## config.mk

```make
export PLATFORM = sky130hd
export DESIGN_NAME = dsof_top
export DESIGN_NICKNAME = d
export VERILOG_FILES = /design/src/design/dsof_pkg.sv /design/src/design/dsof_top.sv
export SDC_FILE = /design/constraint.sdc
export NUM_CORES = 2
export LEC_CHECK = 0
export ABC_AREA = 1
export BUFFER_PORTS_ARGS = -buffer_cell sky130_fd_sc_hd__buf_2
export CORE_MARGIN = 2
export CORE_UTILIZATION = 24
export CTS_CLUSTER_DIAMETER = 50
export DETAILED_ROUTE_END_ITERATION = 16
export PLACE_DENSITY = 0.4
export SETUP_SLACK_MARGIN = 0.5
export SYNTH_ARGS = -nofsm -noshare
export SYNTH_HDL_FRONTEND = slang
export SYNTH_SLANG_ARGS = --single-unit
```

## constraint.sdc

```tcl
create_clock -name aclk -period 19.85 [get_ports aclk]
set_clock_uncertainty 0.05 [all_clocks]
set_input_delay 1.985 -clock aclk [delete_from_list [all_inputs] [get_ports aclk]]
set_output_delay 1.985 -clock aclk [all_outputs]
set_load 0.05 [all_outputs]
```

## src/design/dsof_pkg.sv

```systemverilog
package dsof_pkg;
  localparam int ADDR_W = 8;
  localparam int FREQ_W = 16;
  localparam int CODE_W = 5;
  localparam int N_TERM = 4;
  localparam int N_FLAG = 10;
  // Register byte offsets
  localparam logic [7:0] OFS_ACCEL_THR_A = 8'h00;
  localparam logic [7:0] OFS_DECEL_THR_A = 8'h04;
  localparam logic [7:0] OFS_ACCEL_THR_B = 8'h08;
  localparam logic [7:0] OFS_DECEL_THR_B = 8'h0c;
  localparam logic [7:0] OFS_OL_LEVEL_ONE = 8'h10;
  localparam logic [7:0] OFS_OL_LEVEL_TWO = 8'h14;
  localparam logic [7:0] OFS_PID_DEV_LEVEL = 8'h18;
  localparam logic [7:0] OFS_TERM_SEL = 8'h1c;
  localparam logic [7:0] OFS_RELAY_CFG = 8'h20;
  localparam logic [7:0] OFS_FLAGS = 8'h24;
  localparam logic [7:0] OFS_IRQ_STATUS = 8'h28;
  localparam logic [7:0] OFS_IRQ_MASK = 8'h2c;
  // Thresholds in 0.01 Hz, overload levels in 0.1 x rated, PID level in 0.1 %
  localparam logic [15:0] THR_RESET = 16'h0000;
  localparam logic [15:0] THR_MAX = 16'h9c40;
  localparam logic [15:0] THR_FINE_LIMIT = 16'h2710;
  localparam logic [15:0] THR_COARSE_STEP = 16'h000a;
  localparam logic [7:0] OL_LEVEL_RESET = 8'h0a;
  localparam logic [7:0] OL_LEVEL_MAX = 8'h14;
  localparam logic [7:0] OL_LEVEL_DIV = 8'h0a;
  localparam logic [15:0] PID_LEVEL_RESET = 16'h001e;
  localparam logic [15:0] PID_LEVEL_MAX = 16'h03e8;
  // Hysteresis in percent of maximum frequency
  localparam logic [15:0] HYST_ON_PCT = 16'h0001;
  localparam logic [15:0] HYST_OFF_PCT = 16'h0002;
  localparam logic [15:0] PCT_DIV = 16'h0064;
  // Field positions
  localparam int TERM_SEL_STRIDE = 8;
  localparam int RELAY_ALARM_SEL_LSB = 0;
  localparam int RELAY_RUN_SEL_LSB = 8;
  localparam int RELAY_ALARM_POL_BIT = 16;
  localparam int RELAY_RUN_POL_BIT = 17;
  // Flag vector bit positions
  localparam int FLG_CONST_SPEED = 0;
  localparam int FLG_OVER_A = 1;
  localparam int FLG_AT_A = 2;
  localparam int FLG_OVER_B = 3;
  localparam int FLG_AT_B = 4;
  localparam int FLG_OL_ONE = 5;
  localparam int FLG_OL_TWO = 6;
  localparam int FLG_PID_DEV = 7;
  localparam int FLG_ALARM = 8;
  localparam int FLG_RUN = 9;
  // Output selection codes
  localparam logic [4:0] CODE_RUN = 5'h00;
  localparam logic [4:0] CODE_CONST_SPEED = 5'h01;
  localparam logic [4:0] CODE_OVER_A = 5'h02;
  localparam logic [4:0] CODE_OL_ONE = 5'h03;
  localparam logic [4:0] CODE_PID_DEV = 5'h04;
  localparam logic [4:0] CODE_ALARM = 5'h05;
  localparam logic [4:0] CODE_AT_A = 5'h06;
  localparam logic [4:0] CODE_OVER_B = 5'h13;
  localparam logic [4:0] CODE_AT_B = 5'h14;
  localparam logic [4:0] CODE_OL_TWO = 5'h15;
  localparam logic [31:0] TERM_SEL_RESET = 32'h0000_0000;
  localparam logic [31:0] RELAY_CFG_RESET = 32'h0000_0005;
  localparam logic [1:0] RESP_OKAY = 2'b00;
  localparam logic [1:0] RESP_SLVERR = 2'b10;
endpackage

```

## src/design/dsof_top.sv

```systemverilog
// The implementer's own choices: the register addresses and the AXI4-Lite slave port.
`timescale 1ns/1ps
// Function
// - Constant-speed flag on at set minus 1% of max, off below set minus 2%.
// - At-threshold flags accelerating: on at threshold minus 1%, off above threshold plus 2%.
// - At-threshold flags decelerating: on at threshold plus 1%, off below threshold minus 2%.
// - Code 01 drives terminal once output reaches active commanded frequency.
// - Codes 2 and 19 show output above first or second threshold pair.
// - Codes 6 and 20 show output sitting at first or second threshold pair.
// - Four arrival thresholds, reset 0.00 Hz, 0 to 400 Hz, coarser above 100 Hz.
// - Codes 3 and 21 flag current above overload level one or two.
// - Overload levels are 0.0 to 2.0 times rated current, reset 1.0.
// - Code 4 flags PID error above the deviation level.
// - PID deviation level 0.0 to 100.0 percent, reset 3.0 percent.
// - Code 5 alarm latches on a fault until alarm reset; inactive after reset.
// - Alarm relay selection defaults to the alarm flag; any terminal may take it.
// - Each open-collector terminal outputs the flag its selection code names.
// - Code 0 flags run mode, including DC braking; off when stopped.
// - Per-relay polarity 0 closes normally-open pair on active flag, 1 inverts.
module dsof_top import dsof_pkg::*; #(
  parameter int FW = 16
) (
  input wire logic aclk,
  input wire logic aresetn,
  input wire logic [dsof_pkg::ADDR_W-1:0] s_axi_awaddr,
  input wire logic s_axi_awvalid,
  output logic s_axi_awready,
  input wire logic [31:0] s_axi_wdata,
  input wire logic [3:0] s_axi_wstrb,
  input wire logic s_axi_wvalid,
  output logic s_axi_wready,
  output logic [1:0] s_axi_bresp,
  output logic s_axi_bvalid,
  input wire logic s_axi_bready,
  input wire logic [dsof_pkg::ADDR_W-1:0] s_axi_araddr,
  input wire logic s_axi_arvalid,
  output logic s_axi_arready,
  output logic [31:0] s_axi_rdata,
  output logic [1:0] s_axi_rresp,
  output logic s_axi_rvalid,
  input wire logic s_axi_rready,
  input wire logic [FW-1:0] output_freq,
  input wire logic [FW-1:0] active_cmd_freq,
  input wire logic [FW-1:0] max_freq,
  input wire logic accelerating,
  input wire logic decelerating,
  input wire logic run_mode,
  input wire logic [15:0] output_current,
  input wire logic [15:0] rated_current,
  input wire logic signed [15:0] pid_error,
  input wire logic fault_event,
  input wire logic alarm_reset,
  output logic [dsof_pkg::N_TERM-1:0] oc_terminal,
  output logic alarm_relay_contact_a,
  output logic alarm_relay_contact_b,
  output logic run_relay_contact_a,
  output logic run_relay_contact_b,
  output logic irq
);
  import dsof_pkg::*;

  // Flag bit of a selection code; unknown codes select nothing
  function automatic logic pick_flag(input logic [CODE_W-1:0] code, input logic [N_FLAG-1:0] f);
    logic r;
    r = 1'b0;
    case (code)
      CODE_RUN: r = f[FLG_RUN];
      CODE_CONST_SPEED: r = f[FLG_CONST_SPEED];
      CODE_OVER_A: r = f[FLG_OVER_A];
      CODE_OL_ONE: r = f[FLG_OL_ONE];
      CODE_PID_DEV: r = f[FLG_PID_DEV];
      CODE_ALARM: r = f[FLG_ALARM];
      CODE_AT_A: r = f[FLG_AT_A];
      CODE_OVER_B: r = f[FLG_OVER_B];
      CODE_AT_B: r = f[FLG_AT_B];
      CODE_OL_TWO: r = f[FLG_OL_TWO];
      default: r = 1'b0;
    endcase
    return r;
  endfunction

  // ---------------- AXI4-Lite slave ----------------
  logic aw_held_q, aw_held_d, w_held_q, w_held_d;
  logic [ADDR_W-1:0] awaddr_q, awaddr_d, araddr_c;
  logic [31:0] wdata_q, wdata_d;
  logic [3:0] wstrb_q, wstrb_d;
  logic bvalid_q, bvalid_d, rvalid_q, rvalid_d, awready_q, awready_d, wready_q, wready_d;
  logic arready_q, arready_d;
  logic [1:0] bresp_q, bresp_d, rresp_q, rresp_d;
  logic [31:0] rdata_q, rdata_d, rd_word;
  logic wr_en, wr_mapped, rd_mapped;

  logic [15:0] thr_q [4];
  logic [15:0] thr_d [4];
  logic [7:0] ol_lvl_q [2];
  logic [7:0] ol_lvl_d [2];
  logic [15:0] pid_lvl_q, pid_lvl_d;
  logic [31:0] term_sel_q, term_sel_d, relay_cfg_q, relay_cfg_d;
  logic [N_FLAG-1:0] flag_q, flag_d, stat_q, stat_d, mask_q, mask_d;

  function automatic logic is_mapped(input logic [ADDR_W-1:0] a);
    return (a[1:0] == 2'b00) && (a <= OFS_IRQ_MASK);
  endfunction

  assign wr_en = aw_held_q && w_held_q && !bvalid_q;
  assign wr_mapped = is_mapped(awaddr_q);
  assign araddr_c = s_axi_araddr;
  assign rd_mapped = is_mapped(araddr_c);

  always_comb begin
    rd_word = 32'h0000_0000;
    case (araddr_c)
      OFS_ACCEL_THR_A: rd_word = {16'h0000, thr_q[0]};
      OFS_DECEL_THR_A: rd_word = {16'h0000, thr_q[1]};
      OFS_ACCEL_THR_B: rd_word = {16'h0000, thr_q[2]};
      OFS_DECEL_THR_B: rd_word = {16'h0000, thr_q[3]};
      OFS_OL_LEVEL_ONE: rd_word = {24'h00_0000, ol_lvl_q[0]};
      OFS_OL_LEVEL_TWO: rd_word = {24'h00_0000, ol_lvl_q[1]};
      OFS_PID_DEV_LEVEL: rd_word = {16'h0000, pid_lvl_q};
      OFS_TERM_SEL: rd_word = term_sel_q;
      OFS_RELAY_CFG: rd_word = relay_cfg_q;
      OFS_FLAGS: rd_word = {22'h00_0000, flag_q};
      OFS_IRQ_STATUS: rd_word = {22'h00_0000, stat_q};
      OFS_IRQ_MASK: rd_word = {22'h00_0000, mask_q};
      default: rd_word = 32'h0000_0000;
    endcase
  end

  always_comb begin
    aw_held_d = aw_held_q;
    w_held_d = w_held_q;
    awaddr_d = awaddr_q;
    wdata_d = wdata_q;
    wstrb_d = wstrb_q;
    bvalid_d = bvalid_q;
    bresp_d = bresp_q;
    rvalid_d = rvalid_q;
    rresp_d = rresp_q;
    rdata_d = rdata_q;
    arready_d = arready_q;
    if (s_axi_awvalid && awready_q) begin
      aw_held_d = 1'b1;
      awaddr_d = s_axi_awaddr;
    end
    if (s_axi_wvalid && wready_q) begin
      w_held_d = 1'b1;
      wdata_d = s_axi_wdata;
      wstrb_d = s_axi_wstrb;
    end
    if (wr_en) begin
      aw_held_d = 1'b0;
      w_held_d = 1'b0;
      bvalid_d = 1'b1;
      bresp_d = wr_mapped ? RESP_OKAY : RESP_SLVERR;
    end else if (bvalid_q && s_axi_bready) begin
      bvalid_d = 1'b0;
    end
    if (s_axi_arvalid && arready_q) begin
      arready_d = 1'b0;
      rvalid_d = 1'b1;
      rdata_d = rd_word;
      rresp_d = rd_mapped ? RESP_OKAY : RESP_SLVERR;
    end else if (rvalid_q && s_axi_rready) begin
      rvalid_d = 1'b0;
      arready_d = 1'b1;
    end
    // One write in flight: channels reopen only after the response is taken
    awready_d = !aw_held_d && !bvalid_d && !wr_en;
    wready_d = !w_held_d && !bvalid_d && !wr_en;
  end

  always_ff @(posedge aclk) begin
    if (!aresetn) begin
      aw_held_q <= 1'b0;
      w_held_q <= 1'b0;
      awaddr_q <= '0;
      wdata_q <= 32'h0000_0000;
      wstrb_q <= 4'h0;
      bvalid_q <= 1'b0;
      bresp_q <= RESP_OKAY;
      rvalid_q <= 1'b0;
      rresp_q <= RESP_OKAY;
      rdata_q <= 32'h0000_0000;
      arready_q <= 1'b0;
      awready_q <= 1'b0;
      wready_q <= 1'b0;
    end else begin
      aw_held_q <= aw_held_d;
      w_held_q <= w_held_d;
      awaddr_q <= awaddr_d;
      wdata_q <= wdata_d;
      wstrb_q <= wstrb_d;
      bvalid_q <= bvalid_d;
      bresp_q <= bresp_d;
      rvalid_q <= rvalid_d;
      rresp_q <= rresp_d;
      rdata_q <= rdata_d;
      arready_q <= (arready_q || rvalid_q) ? arready_d : !rvalid_d;
      awready_q <= awready_d;
      wready_q <= wready_d;
    end
  end

  // ---------------- Settings registers ----------------
  function automatic logic [31:0] merge(input logic [31:0] old, input logic [31:0] nw, input logic [3:0] be);
    logic [31:0] r;
    r = old;
    for (int b = 0; b < 4; b++) begin
      if (be[b]) r[8*b +: 8] = nw[8*b +: 8];
    end
    return r;
  endfunction

  // Out-of-range writes saturate rather than fault, so the comparators never see nonsense
  function automatic logic [15:0] clamp_thr(input logic [15:0] v);
    logic [15:0] r;
    r = (v > THR_MAX) ? THR_MAX : v;
    if (r >= THR_FINE_LIMIT) r = r - (r % THR_COARSE_STEP);
    return r;
  endfunction

  logic [31:0] wmerged;
  logic [N_FLAG-1:0] flag_rise;

  always_comb begin
    wmerged = merge(rd_word_at_aw(), wdata_q, wstrb_q);
    thr_d = thr_q;
    ol_lvl_d = ol_lvl_q;
    pid_lvl_d = pid_lvl_q;
    term_sel_d = term_sel_q;
    relay_cfg_d = relay_cfg_q;
    mask_d = mask_q;
    stat_d = stat_q;
    if (wr_en && wr_mapped) begin
      case (awaddr_q)
        OFS_ACCEL_THR_A: thr_d[0] = clamp_thr(wmerged[15:0]);
        OFS_DECEL_THR_A: thr_d[1] = clamp_thr(wmerged[15:0]);
        OFS_ACCEL_THR_B: thr_d[2] = clamp_thr(wmerged[15:0]);
        OFS_DECEL_THR_B: thr_d[3] = clamp_thr(wmerged[15:0]);
        OFS_OL_LEVEL_ONE: ol_lvl_d[0] = (wmerged[7:0] > OL_LEVEL_MAX) ? OL_LEVEL_MAX : wmerged[7:0];
        OFS_OL_LEVEL_TWO: ol_lvl_d[1] = (wmerged[7:0] > OL_LEVEL_MAX) ? OL_LEVEL_MAX : wmerged[7:0];
        OFS_PID_DEV_LEVEL: pid_lvl_d = (wmerged[15:0] > PID_LEVEL_MAX) ? PID_LEVEL_MAX : wmerged[15:0];
        OFS_TERM_SEL: term_sel_d = wmerged;
        OFS_RELAY_CFG: relay_cfg_d = wmerged;
        OFS_IRQ_STATUS: stat_d = stat_q & ~wmerged[N_FLAG-1:0];
        OFS_IRQ_MASK: mask_d = wmerged[N_FLAG-1:0];
        default: stat_d = stat_q;
      endcase
    end
    // A flag edge in the clearing cycle still sets its bit
    stat_d = stat_d | flag_rise;
  end

  function automatic logic [31:0] rd_word_at_aw();
    logic [31:0] r;
    r = 32'h0000_0000;
    case (awaddr_q)
      OFS_ACCEL_THR_A: r = {16'h0000, thr_q[0]};
      OFS_DECEL_THR_A: r = {16'h0000, thr_q[1]};
      OFS_ACCEL_THR_B: r = {16'h0000, thr_q[2]};
      OFS_DECEL_THR_B: r = {16'h0000, thr_q[3]};
      OFS_OL_LEVEL_ONE: r = {24'h00_0000, ol_lvl_q[0]};
      OFS_OL_LEVEL_TWO: r = {24'h00_0000, ol_lvl_q[1]};
      OFS_PID_DEV_LEVEL: r = {16'h0000, pid_lvl_q};
      OFS_TERM_SEL: r = term_sel_q;
      OFS_RELAY_CFG: r = relay_cfg_q;
      default: r = 32'h0000_0000;
    endcase
    return r;
  endfunction

  always_ff @(posedge aclk) begin
    if (!aresetn) begin
      thr_q <= '{default: THR_RESET};
      ol_lvl_q <= '{default: OL_LEVEL_RESET};
      pid_lvl_q <= PID_LEVEL_RESET;
      term_sel_q <= TERM_SEL_RESET;
      relay_cfg_q <= RELAY_CFG_RESET;
      mask_q <= '0;
      stat_q <= '0;
    end else begin
      thr_q <= thr_d;
      ol_lvl_q <= ol_lvl_d;
      pid_lvl_q <= pid_lvl_d;
      term_sel_q <= term_sel_d;
      relay_cfg_q <= relay_cfg_d;
      mask_q <= mask_d;
      stat_q <= stat_d;
    end
  end

  // ---------------- Status flags ----------------
  logic signed [FW+1:0] f_s, set_s, f_on, f_off;
  logic [23:0] cur_x, lvl_x [2];
  logic [15:0] pid_abs;

  always_comb begin
    f_s = (FW+2)'(output_freq);
    set_s = (FW+2)'(active_cmd_freq);
    // Product taken at 32 bits so a large maximum frequency cannot wrap
    f_on = (FW+2)'(32'(max_freq) * 32'(HYST_ON_PCT) / 32'(PCT_DIV));
    f_off = (FW+2)'(32'(max_freq) * 32'(HYST_OFF_PCT) / 32'(PCT_DIV));
    cur_x = 24'(output_current) * 24'(OL_LEVEL_DIV);
    lvl_x[0] = 24'(rated_current) * 24'(ol_lvl_q[0]);
    lvl_x[1] = 24'(rated_current) * 24'(ol_lvl_q[1]);
    pid_abs = pid_error[15] ? 16'(-pid_error) : 16'(pid_error);
    flag_d = flag_q;
    if (flag_q[FLG_CONST_SPEED]) flag_d[FLG_CONST_SPEED] = !(f_s < set_s - f_off);
    else flag_d[FLG_CONST_SPEED] = f_s >= set_s - f_on;
    for (int p = 0; p < 2; p++) begin
      logic signed [FW+1:0] acc_s, dec_s;
      acc_s = (FW+2)'(thr_q[2*p]);
      dec_s = (FW+2)'(thr_q[2*p+1]);
      if (accelerating && !flag_q[FLG_OVER_A + 2*p] && f_s >= acc_s - f_on) flag_d[FLG_OVER_A + 2*p] = 1'b1;
      if (decelerating && flag_q[FLG_OVER_A + 2*p] && f_s < dec_s - f_off) flag_d[FLG_OVER_A + 2*p] = 1'b0;
      if (accelerating) begin
        if (flag_q[FLG_AT_A + 2*p]) flag_d[FLG_AT_A + 2*p] = !(f_s > acc_s + f_off);
        else flag_d[FLG_AT_A + 2*p] = (f_s >= acc_s - f_on) && (f_s <= acc_s + f_off);
      end else if (decelerating) begin
        if (flag_q[FLG_AT_A + 2*p]) flag_d[FLG_AT_A + 2*p] = !(f_s < dec_s - f_off);
        else flag_d[FLG_AT_A + 2*p] = (f_s <= dec_s + f_on) && (f_s >= dec_s - f_off);
      end
    end
    // overload notices, equal level holds state
    for (int k = 0; k < 2; k++) begin
      if (cur_x > lvl_x[k]) flag_d[FLG_OL_ONE + k] = 1'b1;
      else if (cur_x < lvl_x[k]) flag_d[FLG_OL_ONE + k] = 1'b0;
    end
    if (pid_abs > pid_lvl_q) flag_d[FLG_PID_DEV] = 1'b1;
    else if (pid_abs < pid_lvl_q) flag_d[FLG_PID_DEV] = 1'b0;
    // alarm latch, a new fault beats the reset
    if (fault_event) flag_d[FLG_ALARM] = 1'b1;
    else if (alarm_reset) flag_d[FLG_ALARM] = 1'b0;
    flag_d[FLG_RUN] = run_mode;
  end

  assign flag_rise = flag_d & ~flag_q;

  // ---------------- Terminal routing ----------------
  logic [N_TERM-1:0] oc_d;
  logic alarm_act, run_act, irq_d;

  always_comb begin
    for (int t = 0; t < N_TERM; t++) begin
      oc_d[t] = pick_flag(term_sel_q[t*TERM_SEL_STRIDE +: CODE_W], flag_q);
    end
    alarm_act = pick_flag(relay_cfg_q[RELAY_ALARM_SEL_LSB +: CODE_W], flag_q) ^ relay_cfg_q[RELAY_ALARM_POL_BIT];
    run_act = pick_flag(relay_cfg_q[RELAY_RUN_SEL_LSB +: CODE_W], flag_q) ^ relay_cfg_q[RELAY_RUN_POL_BIT];
    irq_d = |(stat_q & mask_q);
  end

  // registered flags and outputs, cleared by reset except the b contacts, which reset sets to 1
  always_ff @(posedge aclk) begin
    if (!aresetn) begin
      flag_q <= '0;
      oc_terminal <= '0;
      alarm_relay_contact_a <= 1'b0;
      alarm_relay_contact_b <= 1'b1;
      run_relay_contact_a <= 1'b0;
      run_relay_contact_b <= 1'b1;
      irq <= 1'b0;
    end else begin
      flag_q <= flag_d;
      oc_terminal <= oc_d;
      alarm_relay_contact_a <= alarm_act;
      alarm_relay_contact_b <= !alarm_act;
      run_relay_contact_a <= run_act;
      run_relay_contact_b <= !run_act;
      irq <= irq_d;
    end
  end

  assign s_axi_awready = awready_q;
  assign s_axi_wready = wready_q;
  assign s_axi_bvalid = bvalid_q;
  assign s_axi_bresp = bresp_q;
  assign s_axi_arready = arready_q;
  assign s_axi_rvalid = rvalid_q;
  assign s_axi_rdata = rdata_q;
  assign s_axi_rresp = rresp_q;
endmodule

```

Word level (Yosys, flattened, before mapping)
Cells that the tools add are included.
- input port bits: 160
- memories: 0
- bits in latches: 0
- bits in registers: 286
- bits in writable memories: 0
- ROM bits: 0
- muxes and demuxes: 53
- multipliers: 3
- $lt $le $gt $ge: 26
- add/subtract/negate cells: 12
- equal/unequal tests: 76
- bitwise logic cells: 8
- divide/modulo/power cells: 3
- reduce and logical (&&, ||, !) cells: 63
- shifts and indexed selects: 0
- operators by type and width (operator ; number):
    32-bit case mux with 12 select lines ; 1
    32-bit case mux with 9 select lines ; 1
    17-bit by 18-bit subtractor with 18-bit output ; 6
    5-bit by 3-bit equality test with 1-bit output (second input constant) ; 18
    5-bit equality test (second input constant) ; 18
    17-bit by 18-bit greater-or-equal comparator with 1-bit output ; 5
    17-bit by 18-bit adder with 18-bit output ; 4
    17-bit by 18-bit less-or-equal comparator with 1-bit output ; 4
    8-bit by 5-bit equality test with 1-bit output (second input constant) ; 8
    16-bit two-way mux ; 4
    5-bit by 2-bit equality test with 1-bit output (second input constant) ; 12
    1-bit case mux with 10 select lines ; 6
    8-bit by 6-bit equality test with 1-bit output (second input constant) ; 7
    17-bit by 18-bit < comparator with 1-bit output ; 3
    20-bit by 24-bit greater-than comparator with 1-bit output ; 2
    20-bit by 24-bit < comparator with 1-bit output ; 2
    16-bit by 8-bit multiplier with 24-bit output ; 2
    8-bit two-way mux ; 5
    17-bit by 18-bit greater-than comparator with 1-bit output ; 2
    16-bit by 7-bit divider with 32-bit output (second input constant) ; 1
    17-bit by 7-bit divider with 32-bit output (second input constant) ; 1
    8-bit by 4-bit equality test with 1-bit output (second input constant) ; 4
    1-bit two-way mux ; 32
    10-bit AND ; 3
    other kinds (27) ; 93

Longest topological paths before layout
- word-level depth: 9
- mapped depth: 90
- mapped depth without buffers: 90

Worst setup path before layout
OpenSTA, ideal clock, no wires.
- path kind: input to register
- start point: input port max_freq[12]
- end point: register stat_q[2]
- buffers on the path: 0
- arrival: 11210 ps
- library setup time: 70 ps
- setup slack: 8519 ps
- stages: 79
- cells stage by stage: inv_1 > nand2_1 > nor2_2 > nor2_4 > inv_4 > or2_1 > nand2_2 > nor2_2 > nand2_2 > a21oi_4 > nand3_4 > nand3_1 > nand2_1 > a21oi_2 > o21ai_1 > nor2_2 > inv_2 > nand2_1 > [... 43 more ...] > a21oi_1 > o21bai_1 > a21oi_1 > o21bai_1 > a211o_1 > xor2_1 > ha_1 > nand2_1 > nor2_1 > nand4_1 > o221ai_1 > a221oi_1 > or2_2 > nand3_1 > nor2_1 > o32ai_1 > nand2_1 > a21oi_1
- longest elaborated chain between the ends: 9
- RTL lines (element ; line ; text):
    start, declared ; dsof_top.sv:44 ; input wire logic [FW-1:0] max_freq,
    17-bit by 7-bit divider with 32-bit output or 16-bit by 7-bit divider with 32-bit output (tied branches) ; dsof_top.sv:302, dsof_top.sv:301 ;
    17-bit by 18-bit subtractor with 18-bit output or 17-bit by 18-bit adder with 18-bit output (tied branches) ; dsof_top.sv:320, dsof_top.sv:321 ;
    17-bit by 18-bit greater-or-equal comparator with 1-bit output, or another cell as far along ; dsof_top.sv:321 ; else flag_d[FLG_AT_A + 2*p] = (f_s <= dec_s + f_on) && (f_s >= dec_s - f_off);
    1-bit logical AND or 1-bit zero test (tied branches) ; dsof_top.sv:321, dsof_top.sv:320 ;
    1-bit two-way mux ; dsof_top.sv:320 ; if (flag_q[FLG_AT_A + 2*p]) flag_d[FLG_AT_A + 2*p] = !(f_s < dec_s - f_off);
    1-bit two-way mux ; dsof_top.sv:319 ; end else if (decelerating) begin
    1-bit two-way mux (*) ; dsof_top.sv:316 ; if (accelerating) begin
    10-bit AND (*) ; dsof_top.sv:337 ; assign flag_rise = flag_d & ~flag_q;
    10-bit OR (*) ; dsof_top.sv:251 ; stat_d = stat_d | flag_rise;
    end signal, assigned ; dsof_top.sv:288 ; stat_q <= stat_d;
    end, declared ; dsof_top.sv:99 ; logic [N_FLAG-1:0] flag_q, flag_d, stat_q, stat_d, mask_q, mask_d;
Mark *: on every way between the ends. The rest lies on a longest branch, timed or not.
A chain may end at the register's enable or synchronous reset.

Final worst setup path
Ends and elaborated chain as after synthesis.

==> metrics list <==
- Clock-pin slew was measured on the worst setup and hold paths at 0.05 ns.
* Slew Limit Headroom: 10.3%
- TritonCTS buffer count: 49
- CTS tree: yes
* Critical Path Source Type: input port
- Leakage power figure: 21.3 nW
- Vias in the first global route: 34,900
- For this run, the number of Yosys warnings is 0.
- Hold buffer count at CTS: 0
* Mean Syn Cell Area: 6.78 sq um
- Number of enable-type register cells in the synthesized netlist: 0
* Number of nets in the layout: 6,324
- Type of element capturing the critical path: flop
* Pint: 3.18 mW
- 210 I/O pins were placed.
* Critical path class: input port to flop
* Synthesized cell area: 0.0366 sq mm
- After detailed routing, the number of remaining DRC violations is 0.
- Total power draw: 7.29 mW
- Arrival time reported for the critical path endpoint: 14.54 ns
- The library cells used most frequently in the layout, excluding fill and tap cells, are sky130_fd_sc_hd__nand2_1, sky130_fd_sc_hd__inv_1, sky130_fd_sc_hd__ha_1, sky130_fd_sc_hd__a21oi_1, sky130_fd_sc_hd__nor2_1.
- Setup slack on the worst reg-to-reg path comes out at 8.88 ns.
- Setup total negative slack on the finished layout was measured at 0 ns.
* Worst path max stage delay: 0.63 ns
- The synthesized design contains 284 register bits.
- Vertical extent of the die: 395 microns
* CTS sink cnt: 284
* Cell at the slowest stage of the critical path: sky130_fd_sc_hd__o21ai_1
- Port buffering added 207 buffers.
- In the routed layout, each cell is associated on average with a via count of 4.71.
- Data required time of the worst path: 20.33 ns
- The hold violation count in the final report came to 0.
- Cell depth of the worst flop-to-flop path: 76
* Logic gate share of total power: 79.8%
- Worst-Margin Slew: 1.33 ns
* Drt wl/cell: 19.4 microns
* Commonest register cell after synthesis: sky130_fd_sc_hd__dfxtp_1
- After the first detailed-routing iteration, the DRC count stood at 2,474.
- In the finished design, the share of the clock period the worst path needs comes to 70.8%.
- By area the synthesized netlist is led by sky130_fd_sc_hd__dfxtp_1, sky130_fd_sc_hd__ha_1, sky130_fd_sc_hd__nand2_1.
- In this run the number of H-tree levels came out at 2.
- Unique masters post-synth: 74
- The detailed router placed 35,800 vias in this run.
- Row generation in the floorplan step produced 143 rows.
- RSZ-0062 raised after global routing: no
- The worst path needs 14.06 ns of the cycle, external delays included.
- Root cell of the clock tree: sky130_fd_sc_hd__clkbuf_16
- Cell mode on critical path: sky130_fd_sc_hd__nand2_1
* Number of iterations in the first detailed-routing pass: 7
- Global-route usage over all layers: 18.5%
- Post-placement cell count: 7,513
* Max-slew violation count: 0
- Share of synthesized area occupied by flip-flops and latches: 15.5%
- Setup Fix Bufs, Post-CTS: 0
* Net Sw Frac: 56.3%
- Final count of negative-setup-slack endpoints: 0
* Instance count of the mapped netlist: 5,402
* Number of gates resized after cts: 0
- Die extent in x: 395 microns
- Post-route design area: 0.0415 sq mm
- Cells on Worst Hold Path: 1
- Detailed placement ended at an HPWL of 120,000 microns.
- Fraction of registers with async set/reset: 0%
* Largest fanout on the critical path: 12
- For met1 alone, demand over resource in global routing was 24.9%.
- Count of non-filler cells in the finished layout: 7,604
- The run finished with clean final reports.
- Maximum root-to-sink buffer count: 3
- Max-cap violations: 0
- Entering global routing, the biggest net connects 82 pins.
* Placer Congestion: 0.921
* Area of the die: 0.156 sq mm
- In this run, the clock network consumes 11.9% of the power.
* Total wirelength of the detailed-routed design: 148,000 microns
- The worst register-to-register path ends at thr_q[14]$_SDFFE_PN0P_.
* Fraction of layout cells with a size suffix above 1: 8.72%
- The layer flagged by global routing as most heavily used is met2.
- The first global-routing pass estimated 222,000 microns of wire.
- Routing usage on met3: 1.79%
* Area share of the leading cell type in the synthesized netlist: 15.5%
- Summed over all layers, the global routing overflow is 0.
- Met2 Resource Use GR: 31.6%
* Std-Cell Core Area: 0.152 sq mm
- Of the total power, registers draw 8.3%.
* Final core utilization: 27.3%
* Net switching component of the power: 4.11 mW
- For the worst-skew pair, the clock arrives at the later sink with an insertion delay of 0.61 ns.
- Compared with the post-synthesis result, the final layout area differs by 13.3%.
* Hold EP: stat_q[9]$_SDFF_PN0_
- VDD sags by at most 360 uV.
- Antenna violations before repair: 7
- Instance area at placement: 0.0398 sq mm
- Highest clock rate: 71.1 MHz
- The path class of the tightest hold or removal check is flop to flop.
- Most common library cell in the layout ignoring fill and taps: sky130_fd_sc_hd__nand2_1
- In this run the most critical hold path is launched from flag_q[9]$_SDFF_PN0_.
- Yosys top cell by area: sky130_fd_sc_hd__dfxtp_1
- The detail route stage leaves a number of antenna-violating nets equal to 0.
- Launch point of the worst reg-to-reg path: awaddr_q[2]$_SDFFE_PN0P_
- Power per cell area: 176 mW/mm^2
- Starting density of the core: 24.1%
synthesized netlist by cell type, types with 6 or more instances:
library cell                instances
sky130_fd_sc_hd__o21ai_1           12
sky130_fd_sc_hd__nor2_1           371
sky130_fd_sc_hd__clkinv_1          21
sky130_fd_sc_hd__a211oi_1          16
sky130_fd_sc_hd__inv_1            927
sky130_fd_sc_hd__nand2_4            9
sky130_fd_sc_hd__clkbuf_1         146
sky130_fd_sc_hd__inv_2             25
sky130_fd_sc_hd__o221ai_1           6
sky130_fd_sc_hd__o22ai_1           99
sky130_fd_sc_hd__or2_2              6
sky130_fd_sc_hd__a21oi_1          426
sky130_fd_sc_hd__o2111ai_1          7
sky130_fd_sc_hd__buf_6              6
sky130_fd_sc_hd__a31oi_1           14
sky130_fd_sc_hd__o211ai_1          25
sky130_fd_sc_hd__xor2_1           183
sky130_fd_sc_hd__nand3b_1           7
sky130_fd_sc_hd__nor4_1            18
sky130_fd_sc_hd__nor2_4            10
sky130_fd_sc_hd__a21boi_0           8
sky130_fd_sc_hd__mux2i_1           16
sky130_fd_sc_hd__buf_1             10
sky130_fd_sc_hd__nand3_1          310
sky130_fd_sc_hd__a221oi_1          19
sky130_fd_sc_hd__nor3_1            64
sky130_fd_sc_hd__o21ai_0          346
sky130_fd_sc_hd__dfxtp_1          284
sky130_fd_sc_hd__ha_1             451
sky130_fd_sc_hd__a2111oi_0          7
sky130_fd_sc_hd__buf_2              7
sky130_fd_sc_hd__o31ai_1           15
sky130_fd_sc_hd__xnor2_1           61
sky130_fd_sc_hd__o21bai_1          44
sky130_fd_sc_hd__nand2_1         1015
sky130_fd_sc_hd__nand2_2           47
sky130_fd_sc_hd__nand3_4            9
sky130_fd_sc_hd__nand3_2            6
sky130_fd_sc_hd__a21o_1            10
sky130_fd_sc_hd__fa_1             179
sky130_fd_sc_hd__buf_4              8
sky130_fd_sc_hd__nor2_2            12
sky130_fd_sc_hd__nand4_1           69
stage by stage:
stage / hold slack, ns / setup slack [ns]
floorplan: 0.381 / 8.52
global placement: 0.397 / 5.11
detailed placement: 0.394 / 5.11
CTS: 0.406 / 5.71
global route: 0.418 / 4.50
finish: 0.403 / 5.79
routing by layer:
layer / wire, microns / part of all wire (%)
met1: 68400 / 46
met2: 69600 / 47
met4: 3410 / 2.3
met3: 6460 / 4.4
met5: 41 / 0.028
state kept, by name, summed over array words and instances (netlist names), 4 cells and up:
register     count
mask_q          10
term_sel_q      32
thr_q           64
ol_lvl_q        16
flag_q          10
wdata_q         32
wstrb_q          4
stat_q          10
pid_lvl_q       16
awaddr_q         8
oc_terminal      4
s_axi_rdata     32
relay_cfg_q     32
cell families after synthesis:
group | Yosys count | share of synthesized area, %
multiplexers | 16 | 0.437
flip-flops | 284 | 15.5
XOR/XNOR | 244 | 5.83
other | 2 | 0.0205
AO/OA/AOI/OAI | 1099 | 17.2
AND/OR/NAND/NOR | 1972 | 23.7
adder cells (fa/ha/maj) | 630 | 25.2
buffers and inverters | 1155 | 12.1
how the worst max path moves through the flow:
stage | end | startpoint | slack [ns]
floorplan | stat_q[2]$_SDFF_PN0_ | max_freq[12] | 8.52
detailed placement | stat_q[4]$_SDFF_PN0_ | max_freq[12] | 5.11
finish | stat_q[2]$_SDFF_PN0_ | max_freq[12] | 5.79
CTS | stat_q[4]$_SDFF_PN0_ | max_freq[12] | 5.71
global route | stat_q[2]$_SDFF_PN0_ | max_freq[12] | 4.50
global placement | stat_q[4]$_SDFF_PN0_ | max_freq[12] | 5.11
power by group through the flow:
stage	Sequential, mW	Clock [mW]	Combinational (mW)
after floorplan	0.610	0	4.08
final	0.607	0.864	5.82
after global routing	0.608	0.903	6.62
after detailed placement	0.618	0	5.79
after global placement	0.618	0	5.82
after CTS	0.606	0.877	5.83
critical path, delay by kind of cell:
| kind | cells | cell delay, ns |
|---|---|---|
| buffers and inverters | 10 | 0.99 |
| AOI/OAI and AO/OA | 15 | 3.58 |
| and+or+nand+nor | 53 | 6.91 |
| adders and majority gates | 3 | 0.83 |
| xor gates and xnor gates | 1 | 0.18 |
layout make-up:
class,count,area (sq um)
multi-input cells,3974,26600
repair buffers,249,1350
flip-flops and latches,284,5690
diodes,2,5.00
fillers,17200,110000
clock inverters,30,328
clock buffers,59,1340
inverters,976,3670
well taps,2030,2540
Power figures use the tool's default switching activity.
